**src/inc/fspe_pkg.sv**
```systemverilog
package fspe_pkg;

  // Register indices on the plain register port
  localparam logic [2:0] ADR_MEM_OP      = 3'h3;
  localparam logic [2:0] ADR_VIOL_STATUS = 3'h4;
  localparam logic [2:0] ADR_VIOL_MASK   = 3'h5;
  localparam logic [2:0] ADR_CTRL_STATE  = 3'h7;

  // Command register fields
  localparam int OP_LSB   = 0;
  localparam int OP_MSB   = 1;
  localparam int SECT_LSB = 8;
  localparam int SECT_MSB = 23;
  localparam int TBS_BIT  = 12;
  localparam int BP_LSB   = 8;
  localparam int BP_MSB   = 11;

  // Violation status and mask bit positions
  localparam int VIOL_ERASE_BIT = 0;
  localparam int VIOL_WRITE_BIT = 1;

  // Controller state register fields
  localparam int CS_BUSY_BIT = 0;
  localparam int CS_PEND_BIT = 1;
  localparam int CS_BP_LSB   = 4;
  localparam int CS_TBS_BIT  = 8;

  // Reset values
  localparam logic [1:0]  VIOL_RST   = 2'h0;
  localparam logic [1:0]  MASK_RST   = 2'h0;
  localparam logic [15:0] SECT_RST   = 16'h0000;
  localparam logic [31:0] RDATA_RST  = 32'h0000_0000;

  // Serial flash instruction codes and status layout
  localparam logic [7:0] FC_WREN   = 8'h06;
  localparam logic [7:0] FC_WRSR   = 8'h01;
  localparam logic [7:0] FC_RDSR   = 8'h05;
  localparam logic [7:0] FC_SE     = 8'hdc;
  localparam logic [7:0] FC_BE     = 8'hc7;
  localparam int         SR_WIP    = 0;
  localparam int         SR_BP_LSB = 2;
  localparam int         SR_TB_BIT = 6;
  localparam int         SECT_SHIFT = 16;  // 65536 bytes per sector

  // Serial clock half period
  localparam int CORE_PERIOD_NS = 10;
  localparam int SCK_HALF_NS    = 40;
  localparam int SCK_HALF_CYC   = (SCK_HALF_NS + CORE_PERIOD_NS - 1) / CORE_PERIOD_NS;

  typedef enum logic [1:0] {
    OP_NONE    = 2'b00,
    OP_BULK    = 2'b01,
    OP_ERASE   = 2'b10,
    OP_PROTECT = 2'b11
  } fspe_op_e;

  typedef struct packed {
    fspe_op_e    op;
    logic [15:0] sector;
  } fspe_cmd_s;

  typedef struct packed {
    logic [39:0] tx;
    logic [2:0]  nbytes;
  } fspe_frame_s;

  // Sector protected by top/bottom plus four block-protect bits
  function automatic logic fspe_is_protected(input logic        tbs,
                                             input logic [3:0]  bp,
                                             input logic [10:0] sec,
                                             input logic [11:0] nsec);
    logic [11:0] cnt;
    cnt = 12'h000;
    if (bp != 4'h0) begin
      if (bp > 4'hb) begin
        cnt = nsec;
      end else begin
        cnt = 12'h001 << (bp - 4'h1);
      end
      if (cnt > nsec) begin
        cnt = nsec;
      end
    end
    if (tbs) begin
      fspe_is_protected = ({1'b0, sec} < cnt);
    end else begin
      fspe_is_protected = (cnt != 12'h000) && ({1'b0, sec} >= (nsec - cnt));
    end
  endfunction : fspe_is_protected

endpackage : fspe_pkg

```
**src/fspe_top.sv**
```systemverilog
// Overview of operation
// - Command bits 1:0 pick protect, sector erase, bulk erase or nothing.
// - Protect writes the top/bottom and block-protect bits of the sector field into the flash status register.
// - Sector erase erases the one sector indexed by command bits 23:8.
// - Bulk erase clears the whole array so every bit reads one.
// - Protect uses bit 12 as top/bottom and bits 11:8 as block protect.
// - One sector per erase, each sector spanning 65536 byte addresses.
// - Write to a protected sector is cancelled and sets status bit 1.
// - Erase of a protected sector is cancelled and sets status bit 0.
// - Interrupt only for a set flag whose mask bit is one.
//
// Design decisions made here: the address map and strobed register access.
`timescale 1ns/100ps
module fspe_top #(
  parameter int NUM_SECTORS = 2048,
  parameter int SECT_W      = 11
) (
  input  wire logic        CORE_CLK,
  input  wire logic        RSTN,
  input  wire logic [2:0]  ADDR,
  input  wire logic [31:0] WDATA,
  input  wire logic        WR,
  input  wire logic        RD,
  output logic      [31:0] RDATA,
  output logic             IRQ,
  input  wire logic        WR_CHECK_REQ,
  input  wire logic [10:0] WR_CHECK_SECTOR,
  output logic             WR_CHECK_OK,
  output logic             WR_CHECK_DENY,
  output logic             FLASH_DCLK,
  output logic             FLASH_NCS,
  output logic             FLASH_DOUT,
  input  wire logic        FLASH_DIN
);

  typedef enum logic [4:0] {
    ST_IDLE  = 5'b00001,
    ST_CHECK = 5'b00010,
    ST_WREN  = 5'b00100,
    ST_OPER  = 5'b01000,
    ST_POLL  = 5'b10000
  } fspe_state_e;

  localparam logic [11:0] NSEC = 12'(NUM_SECTORS);

  fspe_state_e           state;
  fspe_pkg::fspe_cmd_s   cmd_pend;
  logic                  cmd_valid;
  fspe_pkg::fspe_cmd_s   cur;
  fspe_pkg::fspe_frame_s frame;
  logic                  spi_start;
  logic                  spi_active;
  logic                  spi_done;
  logic [7:0]            spi_rx;
  logic                  tick;
  logic                  din_meta;
  logic                  din_sync;
  logic [1:0]            viol_status;
  logic [1:0]            viol_mask;
  logic                  erase_viol_set;
  logic                  shadow_tbs;
  logic [3:0]            shadow_bp;
  logic                  cmd_wr;
  logic                  cmd_take;
  logic                  cur_prot;
  logic                  wr_prot;
  logic [1:0]            viol_set;
  logic [1:0]            viol_clr;
  logic [31:0]           next_rdata;

  // Flash data input crosses in from the pin
  always_ff @(posedge CORE_CLK or negedge RSTN) begin
    if (!RSTN) begin
      din_meta <= 1'b0;
      din_sync <= 1'b0;
    end else begin
      din_meta <= FLASH_DIN;
      din_sync <= din_meta;
    end
  end

  // Serial clock rate enable
  fspe_tick_gen #(
    .HALF_CYC (fspe_pkg::SCK_HALF_CYC)
  ) u_tick (
    .clk   (CORE_CLK),
    .rst_n (RSTN),
    .en    (spi_active),
    .tick  (tick)
  );

  // Serial frame engine drives the flash pins from its own flops
  fspe_spi_shift u_shift (
    .clk     (CORE_CLK),
    .rst_n   (RSTN),
    .tick    (tick),
    .start   (spi_start),
    .frame   (frame),
    .din     (din_sync),
    .active  (spi_active),
    .done    (spi_done),
    .rx_byte (spi_rx),
    .sclk    (FLASH_DCLK),
    .ncs     (FLASH_NCS),
    .dout    (FLASH_DOUT)
  );

  // Command decode at the register port
  // nonzero launches one
  assign cmd_wr = WR && (ADDR == fspe_pkg::ADR_MEM_OP)
                  && (WDATA[fspe_pkg::OP_MSB:fspe_pkg::OP_LSB] != fspe_pkg::OP_NONE)
                  && !cmd_valid;
  assign cmd_take = (state == ST_IDLE) && cmd_valid;

  // One pending command slot; a write that finds it full is dropped
  always_ff @(posedge CORE_CLK or negedge RSTN) begin
    if (!RSTN) begin
      cmd_valid       <= 1'b0;
      cmd_pend.op     <= fspe_pkg::OP_NONE;
      cmd_pend.sector <= fspe_pkg::SECT_RST;
    end else if (cmd_wr) begin
      cmd_valid       <= 1'b1;
      cmd_pend.op     <= fspe_pkg::fspe_op_e'(WDATA[fspe_pkg::OP_MSB:fspe_pkg::OP_LSB]);
      cmd_pend.sector <= WDATA[fspe_pkg::SECT_MSB:fspe_pkg::SECT_LSB];
    end else if (cmd_take) begin
      cmd_valid <= 1'b0;
    end
  end

  // Protection lookup against the bits last written to the flash
  // protected erase check
  always_comb begin
    cur_prot = 1'b0;
    if (cur.op == fspe_pkg::OP_ERASE) begin
      cur_prot = fspe_pkg::fspe_is_protected(shadow_tbs, shadow_bp,
                                             cur.sector[10:0], NSEC)
                 || (cur.sector >= 16'(NUM_SECTORS));
    end else if (cur.op == fspe_pkg::OP_BULK) begin
      // Bulk erase would touch every protected sector
      cur_prot = (shadow_bp != 4'h0);
    end
  end

  assign wr_prot = fspe_pkg::fspe_is_protected(shadow_tbs, shadow_bp,
                                               WR_CHECK_SECTOR, NSEC);

  // Operation sequencer: write enable, operation, then poll until done
  always_ff @(posedge CORE_CLK or negedge RSTN) begin
    if (!RSTN) begin
      state          <= ST_IDLE;
      cur.op         <= fspe_pkg::OP_NONE;
      cur.sector     <= fspe_pkg::SECT_RST;
      spi_start      <= 1'b0;
      frame.tx       <= 40'h00_0000_0000;
      frame.nbytes   <= 3'h0;
      erase_viol_set <= 1'b0;
    end else begin
      spi_start      <= 1'b0;
      erase_viol_set <= 1'b0;
      unique case (state)
        ST_IDLE: begin
          if (cmd_take) begin
            cur   <= cmd_pend;
            state <= ST_CHECK;
          end
        end
        ST_CHECK: begin
          if (cur_prot) begin
            erase_viol_set <= 1'b1;
            state          <= ST_IDLE;
          end else begin
            frame.tx     <= {fspe_pkg::FC_WREN, 32'h0000_0000};
            frame.nbytes <= 3'h1;
            spi_start    <= 1'b1;
            state        <= ST_WREN;
          end
        end
        ST_WREN: begin
          if (spi_done) begin
            spi_start <= 1'b1;
            state     <= ST_OPER;
            unique case (cur.op)
              fspe_pkg::OP_PROTECT: begin
                frame.tx     <= {fspe_pkg::FC_WRSR, prot_status(cur.sector), 24'h00_0000};
                frame.nbytes <= 3'h2;
              end
              fspe_pkg::OP_ERASE: begin
                frame.tx     <= {fspe_pkg::FC_SE, sector_addr(cur.sector)};
                frame.nbytes <= 3'h5;
              end
              fspe_pkg::OP_BULK: begin
                frame.tx     <= {fspe_pkg::FC_BE, 32'h0000_0000};
                frame.nbytes <= 3'h1;
              end
              fspe_pkg::OP_NONE: begin
                frame.tx     <= 40'h00_0000_0000;
                frame.nbytes <= 3'h0;
                spi_start    <= 1'b0;
                state        <= ST_IDLE;
              end
            endcase
          end
        end
        ST_OPER: begin
          if (spi_done) begin
            frame.tx     <= {fspe_pkg::FC_RDSR, 32'h0000_0000};
            frame.nbytes <= 3'h2;
            spi_start    <= 1'b1;
            state        <= ST_POLL;
          end
        end
        ST_POLL: begin
          // Flash keeps its busy bit set until the operation ends
          if (spi_done) begin
            if (spi_rx[fspe_pkg::SR_WIP]) begin
              spi_start <= 1'b1;
            end else begin
              state <= ST_IDLE;
            end
          end
        end
      endcase
    end
  end

  // Status byte holding the five protection bits
  // five bits used
  function automatic logic [7:0] prot_status(input logic [15:0] sv);
    logic [7:0] b;
    b = 8'h00;
    b[fspe_pkg::SR_TB_BIT] = sv[fspe_pkg::TBS_BIT - fspe_pkg::SECT_LSB];
    b[fspe_pkg::SR_BP_LSB +: 4] = sv[3:0];
    prot_status = b;
  endfunction : prot_status

  // Byte address of a sector's first location
  function automatic logic [31:0] sector_addr(input logic [15:0] sv);
    sector_addr = {sv, 16'h0000} >> (32 - fspe_pkg::SECT_SHIFT - 16);
  endfunction : sector_addr

  // Shadow of the protection bits, updated once the flash took them
  // keep protect bits
  always_ff @(posedge CORE_CLK or negedge RSTN) begin
    if (!RSTN) begin
      shadow_tbs <= 1'b0;
      shadow_bp  <= 4'h0;
    end else if ((state == ST_OPER) && spi_done && (cur.op == fspe_pkg::OP_PROTECT)) begin
      shadow_tbs <= cur.sector[fspe_pkg::TBS_BIT - fspe_pkg::SECT_LSB];
      shadow_bp  <= cur.sector[fspe_pkg::BP_MSB - fspe_pkg::SECT_LSB:0];
    end
  end

  // Answer to the data path write check, one cycle after the request
  // cancel write
  always_ff @(posedge CORE_CLK or negedge RSTN) begin
    if (!RSTN) begin
      WR_CHECK_OK   <= 1'b0;
      WR_CHECK_DENY <= 1'b0;
    end else begin
      WR_CHECK_OK   <= WR_CHECK_REQ && !wr_prot;
      WR_CHECK_DENY <= WR_CHECK_REQ && wr_prot;
    end
  end

  // Sticky violation flags; a set in the clearing cycle survives
  always_comb begin
    viol_set = 2'b00;
    viol_set[fspe_pkg::VIOL_ERASE_BIT] = erase_viol_set;
    viol_set[fspe_pkg::VIOL_WRITE_BIT] = WR_CHECK_REQ && wr_prot;
    viol_clr = 2'b00;
    if (WR && (ADDR == fspe_pkg::ADR_VIOL_STATUS)) begin
      viol_clr = WDATA[1:0];
    end
  end

  always_ff @(posedge CORE_CLK or negedge RSTN) begin
    if (!RSTN) begin
      viol_status <= fspe_pkg::VIOL_RST;
    end else begin
      viol_status <= (viol_status & ~viol_clr) | viol_set;
    end
  end

  // Interrupt mask register
  always_ff @(posedge CORE_CLK or negedge RSTN) begin
    if (!RSTN) begin
      viol_mask <= fspe_pkg::MASK_RST;
    end else if (WR && (ADDR == fspe_pkg::ADR_VIOL_MASK)) begin
      viol_mask <= WDATA[1:0];
    end
  end

  always_ff @(posedge CORE_CLK or negedge RSTN) begin
    if (!RSTN) begin
      IRQ <= 1'b0;
    end else begin
      IRQ <= |(viol_status & viol_mask);
    end
  end

  // Read mux; command register is write only and reads zero
  always_comb begin
    next_rdata = fspe_pkg::RDATA_RST;
    if (RD) begin
      unique case (ADDR)
        fspe_pkg::ADR_VIOL_STATUS: next_rdata = {30'h0000_0000, viol_status};
        fspe_pkg::ADR_VIOL_MASK:   next_rdata = {30'h0000_0000, viol_mask};
        fspe_pkg::ADR_CTRL_STATE: begin
          next_rdata[fspe_pkg::CS_BUSY_BIT]      = (state != ST_IDLE);
          next_rdata[fspe_pkg::CS_PEND_BIT]      = cmd_valid;
          next_rdata[fspe_pkg::CS_BP_LSB +: 4]   = shadow_bp;
          next_rdata[fspe_pkg::CS_TBS_BIT]       = shadow_tbs;
        end
        default:                   next_rdata = fspe_pkg::RDATA_RST;
      endcase
    end
  end

  // Read data stands only in the cycle after the strobe
  always_ff @(posedge CORE_CLK or negedge RSTN) begin
    if (!RSTN) begin
      RDATA <= fspe_pkg::RDATA_RST;
    end else begin
      RDATA <= next_rdata;
    end
  end

endmodule : fspe_top

```
**src/fspe_tick_gen.sv**
```systemverilog
`timescale 1ns/100ps
module fspe_tick_gen #(
  parameter int HALF_CYC = 4
) (
  input  wire logic clk,
  input  wire logic rst_n,
  input  wire logic en,
  output logic      tick
);

  logic [7:0] cnt;

  // Divider restarts whenever the serial engine is idle
  always_ff @(posedge clk or negedge rst_n) begin
    if (!rst_n) begin
      cnt  <= 8'h00;
      tick <= 1'b0;
    end else if (!en) begin
      cnt  <= 8'h00;
      tick <= 1'b0;
    end else if (cnt == 8'(HALF_CYC - 1)) begin
      cnt  <= 8'h00;
      tick <= 1'b1;
    end else begin
      cnt  <= cnt + 8'h01;
      tick <= 1'b0;
    end
  end

endmodule : fspe_tick_gen

```
**src/fspe_spi_shift.sv**
```systemverilog
`timescale 1ns/100ps
module fspe_spi_shift (
  input  wire logic                clk,
  input  wire logic                rst_n,
  input  wire logic                tick,
  input  wire logic                start,
  input  fspe_pkg::fspe_frame_s    frame,
  input  wire logic                din,
  output logic                     active,
  output logic                     done,
  output logic [7:0]               rx_byte,
  output logic                     sclk,
  output logic                     ncs,
  output logic                     dout
);

  logic [39:0] sr;
  logic [5:0]  bits_left;

  // Mode 0 framing: data set up on the low phase, sampled on the rising edge
  always_ff @(posedge clk or negedge rst_n) begin
    if (!rst_n) begin
      sr        <= 40'h00_0000_0000;
      bits_left <= 6'h00;
      active    <= 1'b0;
      done      <= 1'b0;
      rx_byte   <= 8'h00;
      sclk      <= 1'b0;
      ncs       <= 1'b1;
      dout      <= 1'b0;
    end else begin
      done <= 1'b0;
      if (start && !active) begin
        sr        <= frame.tx;
        bits_left <= {frame.nbytes, 3'b000};
        active    <= 1'b1;
        ncs       <= 1'b0;
        dout      <= frame.tx[39];
      end else if (active && tick) begin
        if (!sclk) begin
          sclk    <= 1'b1;
          rx_byte <= {rx_byte[6:0], din};
        end else begin
          sclk      <= 1'b0;
          sr        <= {sr[38:0], 1'b0};
          dout      <= sr[38];
          bits_left <= bits_left - 6'h01;
          // Last bit out: close the frame so the flash acts on it
          if (bits_left == 6'h01) begin
            active <= 1'b0;
            ncs    <= 1'b1;
            done   <= 1'b1;
          end
        end
      end
    end
  end

endmodule : fspe_spi_shift

```
**config.mk**
```make
export PLATFORM = sky130hd
export DESIGN_NAME = fspe_top
export DESIGN_NICKNAME = d
export VERILOG_FILES = /design/src/inc/fspe_pkg.sv /design/src/fspe_top.sv /design/src/fspe_tick_gen.sv /design/src/fspe_spi_shift.sv
export SDC_FILE = /design/constraint.sdc
export NUM_CORES = 1
export LEC_CHECK = 0
export ABC_AREA = 0
export BUFFER_PORTS_ARGS = -buffer_cell sky130_fd_sc_hd__buf_2
export CORE_MARGIN = 1.5
export CORE_UTILIZATION = 50
export DETAILED_ROUTE_END_ITERATION = 8
export HOLD_SLACK_MARGIN = 0.02
export PLACE_DENSITY = 0.74
export SETUP_SLACK_MARGIN = 0.3
export SYNTH_ARGS = -nofsm -noshare
export SYNTH_HDL_FRONTEND = slang
export SYNTH_SLANG_ARGS = --single-unit
```
**constraint.sdc**
```tcl
create_clock -name CORE_CLK -period 3.8 [get_ports CORE_CLK]
set_clock_uncertainty 0.2 [all_clocks]
set_input_delay 0.38 -clock CORE_CLK [delete_from_list [all_inputs] [get_ports CORE_CLK]]
set_output_delay 0.38 -clock CORE_CLK [all_outputs]
set_load 0.1 [all_outputs]
```
After elaboration in Yosys (flattened, before gate mapping)
Index checks and enable logic that the tools add are counted.
{"block": "op_classes", "magnitude_cmp": 8, "bitwise_logic": 6, "shifts": 1, "n_mux": 67, "eq_ne": 21, "n_addsub": 5, "n_reduce_logical": 36}
{"op": "43-bit one-hot mux with 4 select lines", "count": 1}
{"op": "43-bit two-way mux", "count": 3}
{"op": "43-bit one-hot mux with 3 select lines", "count": 1}
{"op": "39-bit two-way mux", "count": 3}
{"op": "12-bit two-way mux", "count": 8}
{"op": "1-bit two-way mux", "count": 33}
{"op": "5-bit two-way mux", "count": 6}
{"op": "5-bit one-hot mux with 5 select lines", "count": 1}
{"op": "11-bit by 12-bit >= comparator with 1-bit output", "count": 2}
{"op": "12-bit greater-than comparator, second input constant", "count": 2}
{"op": "11-bit by 12-bit < comparator with 1-bit output", "count": 2}
{"op": "12-bit nonzero test", "count": 2}
{"op": "12-bit subtractor, first input constant", "count": 2}
{"op": "6-bit two-way mux", "count": 3}
{"op": "16-bit by 12-bit >= comparator with 1-bit output, second input constant", "count": 1}
{"op": "8-bit two-way mux", "count": 2}
{"op": "1-bit logical AND", "count": 14}
{"op": "1-bit by 4-bit << shifter with 12-bit output, first input constant", "count": 1}
{"op": "2-bit nonzero test", "count": 5}
{"op": "3-bit == test, second input constant", "count": 3}
{"op": "9-bit two-way mux", "count": 1}
{"op": "8-bit by 1-bit adder with 8-bit output, second input constant", "count": 1}
{"op": "8-bit by 2-bit == test with 1-bit output, second input constant", "count": 1}
{"op": "6-bit by 1-bit == test with 1-bit output, second input constant", "count": 1}
{"op": "other kinds (33)", "count": 45}
{"block": "totals", "word_cells": 174, "register_bits": 170, "out_inout_bits": 38, "input_bits": 52}

Depth between registers and ports, before layout
{"block": "logic_depth", "word_depth": 18, "ltp_mapped": 17, "ltp_nobuf": 14}

Cells and area by module
From an unflattened synthesis, not the netlist that was laid out.
{"block": "hier_totals", "cells_unflattened": 791, "hier_area_um2": 8046.5}
{"mod": "fspe_top", "seq_area_each_um2": 2203.4, "n_inst": 1, "cells_per_inst": 464, "area_per_inst_um2": 4978.5}
{"mod": "fspe_spi_shift", "seq_area_each_um2": 1452.6, "n_inst": 1, "cells_per_inst": 287, "area_per_inst_um2": 2646.3}
{"mod": "fspe_tick_gen", "seq_area_each_um2": 225.2, "n_inst": 1, "cells_per_inst": 40, "area_per_inst_um2": 421.7}

Least setup slack after synthesis
Ideal clock, no wire load.
{"block": "synth_path", "kind": "reg2reg", "from": "register shadow_bp[1]", "to": "register frame[1] (netlist name)", "arrival_ns": 3.310, "t_required_ns": 3.480, "synth_period_minus_slack_ns": 3.630, "path_buffers": 2, "path_slack_ns": 0.170, "stages_incl_launch_ff": 16, "setup_time_ns": 0.120, "cell_sequence": "dfrtp_1 -> clkbuf_1 -> nand2b_1 -> nor3_1 -> inv_1 -> ha_1 -> buf_1 -> xnor2_1 -> ha_1 -> o21a_1 -> o21a_1 -> a221o_1 -> o221ai_2 -> a31oi_4 -> or3_4 -> and3_1"}
{"block": "synth_between", "elab_chain_len": 18, "elab_cells_between_ends": 23, "classes_between": "2 x add/sub; 4 x order compare; 1 x eq/ne; 1 x shift; 10 x mux; 5 x reduce/logical"}
{"item": "from (decl)", "line_no": "fspe_top.sv:62", "rtl": "logic [3:0] shadow_bp;"}
{"item": "from (signal assigned)", "line_no": "fspe_top.sv:249", "rtl": "shadow_bp <= cur.sector[fspe_pkg::BP_MSB - fspe_pkg::SECT_LSB:0];"}
{"item": "4-bit by 1-bit subtractor with 4-bit output", "line_no": "fspe_pkg.sv:78", "rtl": "cnt = 12'h001 << (bp - 4'h1);"}
{"item": "1-bit by 4-bit << shifter with 12-bit output", "line_no": "fspe_pkg.sv:78"}
{"item": "12-bit two-way mux", "line_no": "fspe_pkg.sv:75", "rtl": "if (bp > 4'hb) begin"}
{"item": "12-bit two-way mux", "line_no": "fspe_pkg.sv:74", "rtl": "if (bp != 4'h0) begin"}
{"item": "12-bit two-way mux", "line_no": "fspe_top.sv:134", "rtl": "if (cur.op == fspe_pkg::OP_ERASE) begin"}
{"item": "12-bit greater-than comparator", "line_no": "fspe_pkg.sv:80", "rtl": "if (cnt > nsec) begin"}
{"item": "12-bit two-way mux", "line_no": "fspe_pkg.sv:80"}
{"item": "12-bit two-way mux", "line_no": "fspe_pkg.sv:74"}
{"item": "[... 2 more ...]"}
{"item": "11-bit by 12-bit >= comparator with 1-bit output", "line_no": "fspe_pkg.sv:87", "rtl": "fspe_is_protected = (cnt != 12'h000) && ({1'b0, sec} >= (nsec - cnt));"}
{"item": "1-bit logical AND", "line_no": "fspe_pkg.sv:87"}
{"item": "1-bit two-way mux", "line_no": "fspe_pkg.sv:84", "rtl": "if (tbs) begin"}
{"item": "1-bit two-way mux", "line_no": "fspe_top.sv:134"}
{"item": "1-bit logical OR", "line_no": "fspe_top.sv:137", "rtl": "|| (cur.sector >= 16'(NUM_SECTORS));"}
{"item": "1-bit two-way mux (*)", "line_no": "fspe_top.sv:134"}
{"item": "2-bit inequality test (no line) (*)"}
{"item": "4-bit AND reduction (no line) (*)"}
Every way passes the cells marked *; elsewhere a longest branch is shown, timed or not. The select of a mux whose other input is x is not followed.
A chain may end at the register's enable or synchronous reset.

Worst setup path after layout
{"block": "layout_path", "from": "register shadow_bp[1]", "to": "register frame[1] (netlist name)"}
{"block": "layout_between", "elab_chain_len": 18, "elab_cells_between_ends": 23, "classes_between": "2 x add/sub; 4 x order compare; 1 x eq/ne; 1 x shift; 10 x mux; 5 x reduce/logical"}
{"item": "4-bit by 1-bit subtractor with 4-bit output", "line_no": "fspe_pkg.sv:78"}
{"item": "1-bit by 4-bit << shifter with 12-bit output", "line_no": "fspe_pkg.sv:78"}
{"item": "12-bit two-way mux", "line_no": "fspe_pkg.sv:75"}
{"item": "12-bit two-way mux", "line_no": "fspe_pkg.sv:74"}
{"item": "12-bit two-way mux", "line_no": "fspe_top.sv:134"}
{"item": "12-bit greater-than comparator", "line_no": "fspe_pkg.sv:80"}
{"item": "12-bit two-way mux", "line_no": "fspe_pkg.sv:80"}
{"item": "12-bit two-way mux", "line_no": "fspe_pkg.sv:74"}
{"item": "[... 2 more ...]"}
{"item": "11-bit by 12-bit >= comparator with 1-bit output", "line_no": "fspe_pkg.sv:87"}
{"item": "1-bit logical AND", "line_no": "fspe_pkg.sv:87"}
{"item": "1-bit two-way mux", "line_no": "fspe_pkg.sv:84"}
{"item": "1-bit two-way mux", "line_no": "fspe_top.sv:134"}
{"item": "1-bit logical OR", "line_no": "fspe_top.sv:137"}
{"item": "1-bit two-way mux (*)", "line_no": "fspe_top.sv:134"}
{"item": "2-bit inequality test (no line) (*)"}
{"item": "4-bit AND reduction (no line) (*)"}
Marked as above.

==> flow_summary.json <==
{
  "outcome": "completed",
  "place.gp.congestion": 0.950,
  "grt_setup_unrepaired": "true",
  "routedWlPerCell_um": 16.8,
  "p_per_area_nw_per_um2": 425,
  "post-route-period-util_pct": 90.4,
  "switching_share_pct": 23.6,
  "grt_max_degree": 133,
  "power_frac_comb_pct": 8.9,
  "antenna_found_initial": 0,
  "yosysSeqAreaShare_pct": 45.7,
  "finalNetCount": 904,
  "worstHoldStart": "WDATA[0]",
  "clk_pin_slew_ns": 0.06,
  "drt_pass1_iterations": 5,
  "worst-path-max-fanout": 10,
  "rr_worst_depth": 13,
  "tns_ns": 0,
  "core_um2": 14000,
  "ys_async_sr_fraction_pct": 100,
  "worstMarginPinSlew_ns": 0.840,
  "arrival_ns": 3.54,
  "mostFrequentLayoutCell": "dfrtp_1",
  "p_leak_nw": 4.03,
  "synth_area_um2": 7240,
  "reg2reg_slack_ns": 0.37,
  "antenna_cells": 0,
  "fmax_mhz": 291,
  "cts.sinks": 132,
  "end_kind": "register",
  "grt_usage_pct": 23.8,
  "synth_edf_count": 0,
  "r2r-end": "frame[1]",
  "cts.path.max_buffers": 2,
  "grt_pass1_wl_mm": 27.9,
  "drt-vias-per-instance": 5.81,
  "htreeDepth": 4,
  "cts_buffers": 17,
  "ios": 90,
  "grt_pass1_vias": 5772,
  "p_int_mw": 2.76,
  "drive_above_1_share_pct": 19.3,
  "hold_class": "input port to register",
  "slowest_delay_ns": 0.44,
  "slew_headroom_pct": 43.9,
  "holdPathEnd": "cmd_pend[16]",
  "cts_tree": "built",
  "crit_path_start": "shadow_bp[1]",
  "critPathLaunchType": "register",
  "min_path_cells": 2,
  "syn_inst": 739,
  "avgSynthCellArea_um2": 9.79,
  "route.detailed.drc": 0,
  "synth_cell_types": 64,
  "insertion_delay_ns": 0.42,
  "dp_hpwl_mm": 11.4,
  "setup_viol": 0,
  "vias": 5807,
  "postRouteAntennaNets": 0,
  "yosysWarnings": 0,
  "synth-seq-cells": 132,
  "layout_common_cells": "dfrtp_1 (130), nand2_1 (109), nor2_1 (52)",
  "timing.rr.start": "shadow_bp[1]",
  "slowest_stage": "dfrtp_1",
  "cap_viol_max_count": 0,
  "finalHoldViolations": 0,
  "worstSetupPathType": "register to register",
  "synth_top_flop_cell": "dfrtp_1",
  "placement_rows": 43,
  "fp.dieArea_um2": 15200,
  "grt-ovfl-total": 0,
  "syn_to_final_growth_pct": 17.2,
  "slew_violations": 0,
  "switching_power_uw": 851,
  "post-route-min-period_ns": 3.43,
  "required_ns": 3.91,
  "root_buffer": "clkbuf_16",
  "clkPwrFrac_pct": 48.1,
  "portBuffers": 50,
  "report.power.total_mw": 3.61,
  "drt-initial-drc-count": 568,
  "power_frac_seq_pct": 43.0,
  "routed_wl_mm": 16.8,
  "chipWidth_um": 123,
  "irDropWorstVdd_mv": 0.451,
  "fp.dieH_um": 123,
  "crit_chain": "nand2b_4 > nor3_4 > inv_1 > ha_4 > xnor2_2 > ha_1 > o21a_1 > o21a_1 > a221o_1 > o221ai_2 > a31oi_4 > or3_4 > and3_1",
  "crit_top_cell": "o21a_1",
  "start_util_pct": 51.7
}
==> critical path, delay by kind of cell, from the launching register on <==
| kind | cells | cell delay [ns] |
|---|---|---|
| adder cells (fa/ha/maj) | 2 | 0.50 |
| flip-flops | 1 | 0.44 |
| AND/OR/NAND/NOR | 4 | 0.99 |
| XOR/XNOR | 1 | 0.15 |
| buffers and inverters | 1 | 0.11 |
| AO/OA/AOI/OAI | 5 | 0.93 |
==> sequential cells by signal, indices dropped and copies added (netlist names), 2 cells and up <==
signal             count
RDATA                  7
cmd_pend              18
cur                   18
frame                 23
shadow_bp              4
state                  5
u_shift.bits_left      6
u_shift.sr            23
u_tick.cnt             8
viol_mask              2
viol_status            2
==> Yosys cell counts (7+ instances only) <==
cell type,number,area share (%)
a21o_1,7,0.73
a21oi_1,38,2.6
a22oi_1,22,2.3
and2_1,8,0.69
and3_1,21,1.8
buf_4,26,2.7
clkbuf_1,28,1.5
dfrtp_1,130,45
ha_1,45,7.8
inv_1,15,0.78
mux2_2,44,6.8
nand2_1,109,5.7
nand3_1,20,1.4
nor2_1,53,2.7
nor3_1,18,1.2
o21a_1,8,0.83
o21ai_0,30,2.1
o22ai_1,18,1.6
xnor2_1,7,0.85
==> power by group through the flow <==
stage,Combinational [mW],Sequential (mW),Clock (mW)
final,0.323,1.55,1.73
after global routing,0.351,1.56,1.83
after CTS,0.324,1.55,1.76
after detailed placement,0.306,1.58,0
after global placement,0.296,1.57,0
after floorplan,0.234,1.57,0
==> routing by layer <==
layer / share of wire, % / up-vias / track usage, %
li1: - / 2727 / -
met1: 43 / 2824 / 29.3
met2: 50 / 213 / 40.6
met3: 5.2 / 43 / 5.03
met4: 2.3 / 0 / 9.77
met5: 0 / - / 0
==> layout make-up <==
| type | instances | area [µm²] |
|---|---|---|
| well taps | 180 | 225 |
| clock inverters | 8 | 146 |
| multi-input cells | 556 | 3680 |
| repair buffers | 85 | 588 |
| inverters | 15 | 56.3 |
| flip-flops and latches | 132 | 3310 |
| clock buffers | 24 | 482 |
| fillers | 1141 | 5500 |
==> kinds of logic (layout without fill, tap and decap cells) <==
kind of cell	Yosys count	in the layout	share of synthesized area (%)
multiplexers	45	45	6.98
AO/OA/AOI/OAI	165	165	15.2
XOR/XNOR	13	13	1.57
other	1	25	0.0518
buffers and inverters	75	132	5.48
flip-flops	132	132	45.7
AND/OR/NAND/NOR	263	263	17.3
adder cells (fa/ha/maj)	45	45	7.78
==> per-stage QoR <==
step | hold WS (ns) | area (µm²) | util, % | worst slack, ns | cells
6_report | 0.0547 | 8480 | 60.7 | 0.366 | 1000
2_1_floorplan | -0.116 | 7350 | - | 0.300 | 763
3_5_place_dp | 0.145 | 7620 | 54.5 | 0.132 | 948
4_1_cts | 0.0243 | 8450 | 60.4 | 0.327 | 999
5_1_grt | 0.0483 | 8480 | 60.7 | 0.253 | 1000
3_3_place_gp | 0.145 | 7620 | 54.5 | 0.227 | 948
==> worst max path at each step <==
stage,slack [ns],end
floorplan,0.30,frame[1]
global placement,0.23,frame[1]
detailed placement,0.13,frame[1]
CTS,0.33,frame[1]
global route,0.25,frame[1]
finish,0.37,frame[1]
==> repair_timing <==
item / 4_1_cts / 5_1_grt
endpoints found under the hold margin: 149 / 0
pin swaps: 1 / 1
setup buffers: 0 / 1
resized for setup: 2 / 7
hold buffers: 19 / 0
setup endpoints to repair: 26 / 27
No activity file was read; power rests on OpenSTA's default activity.
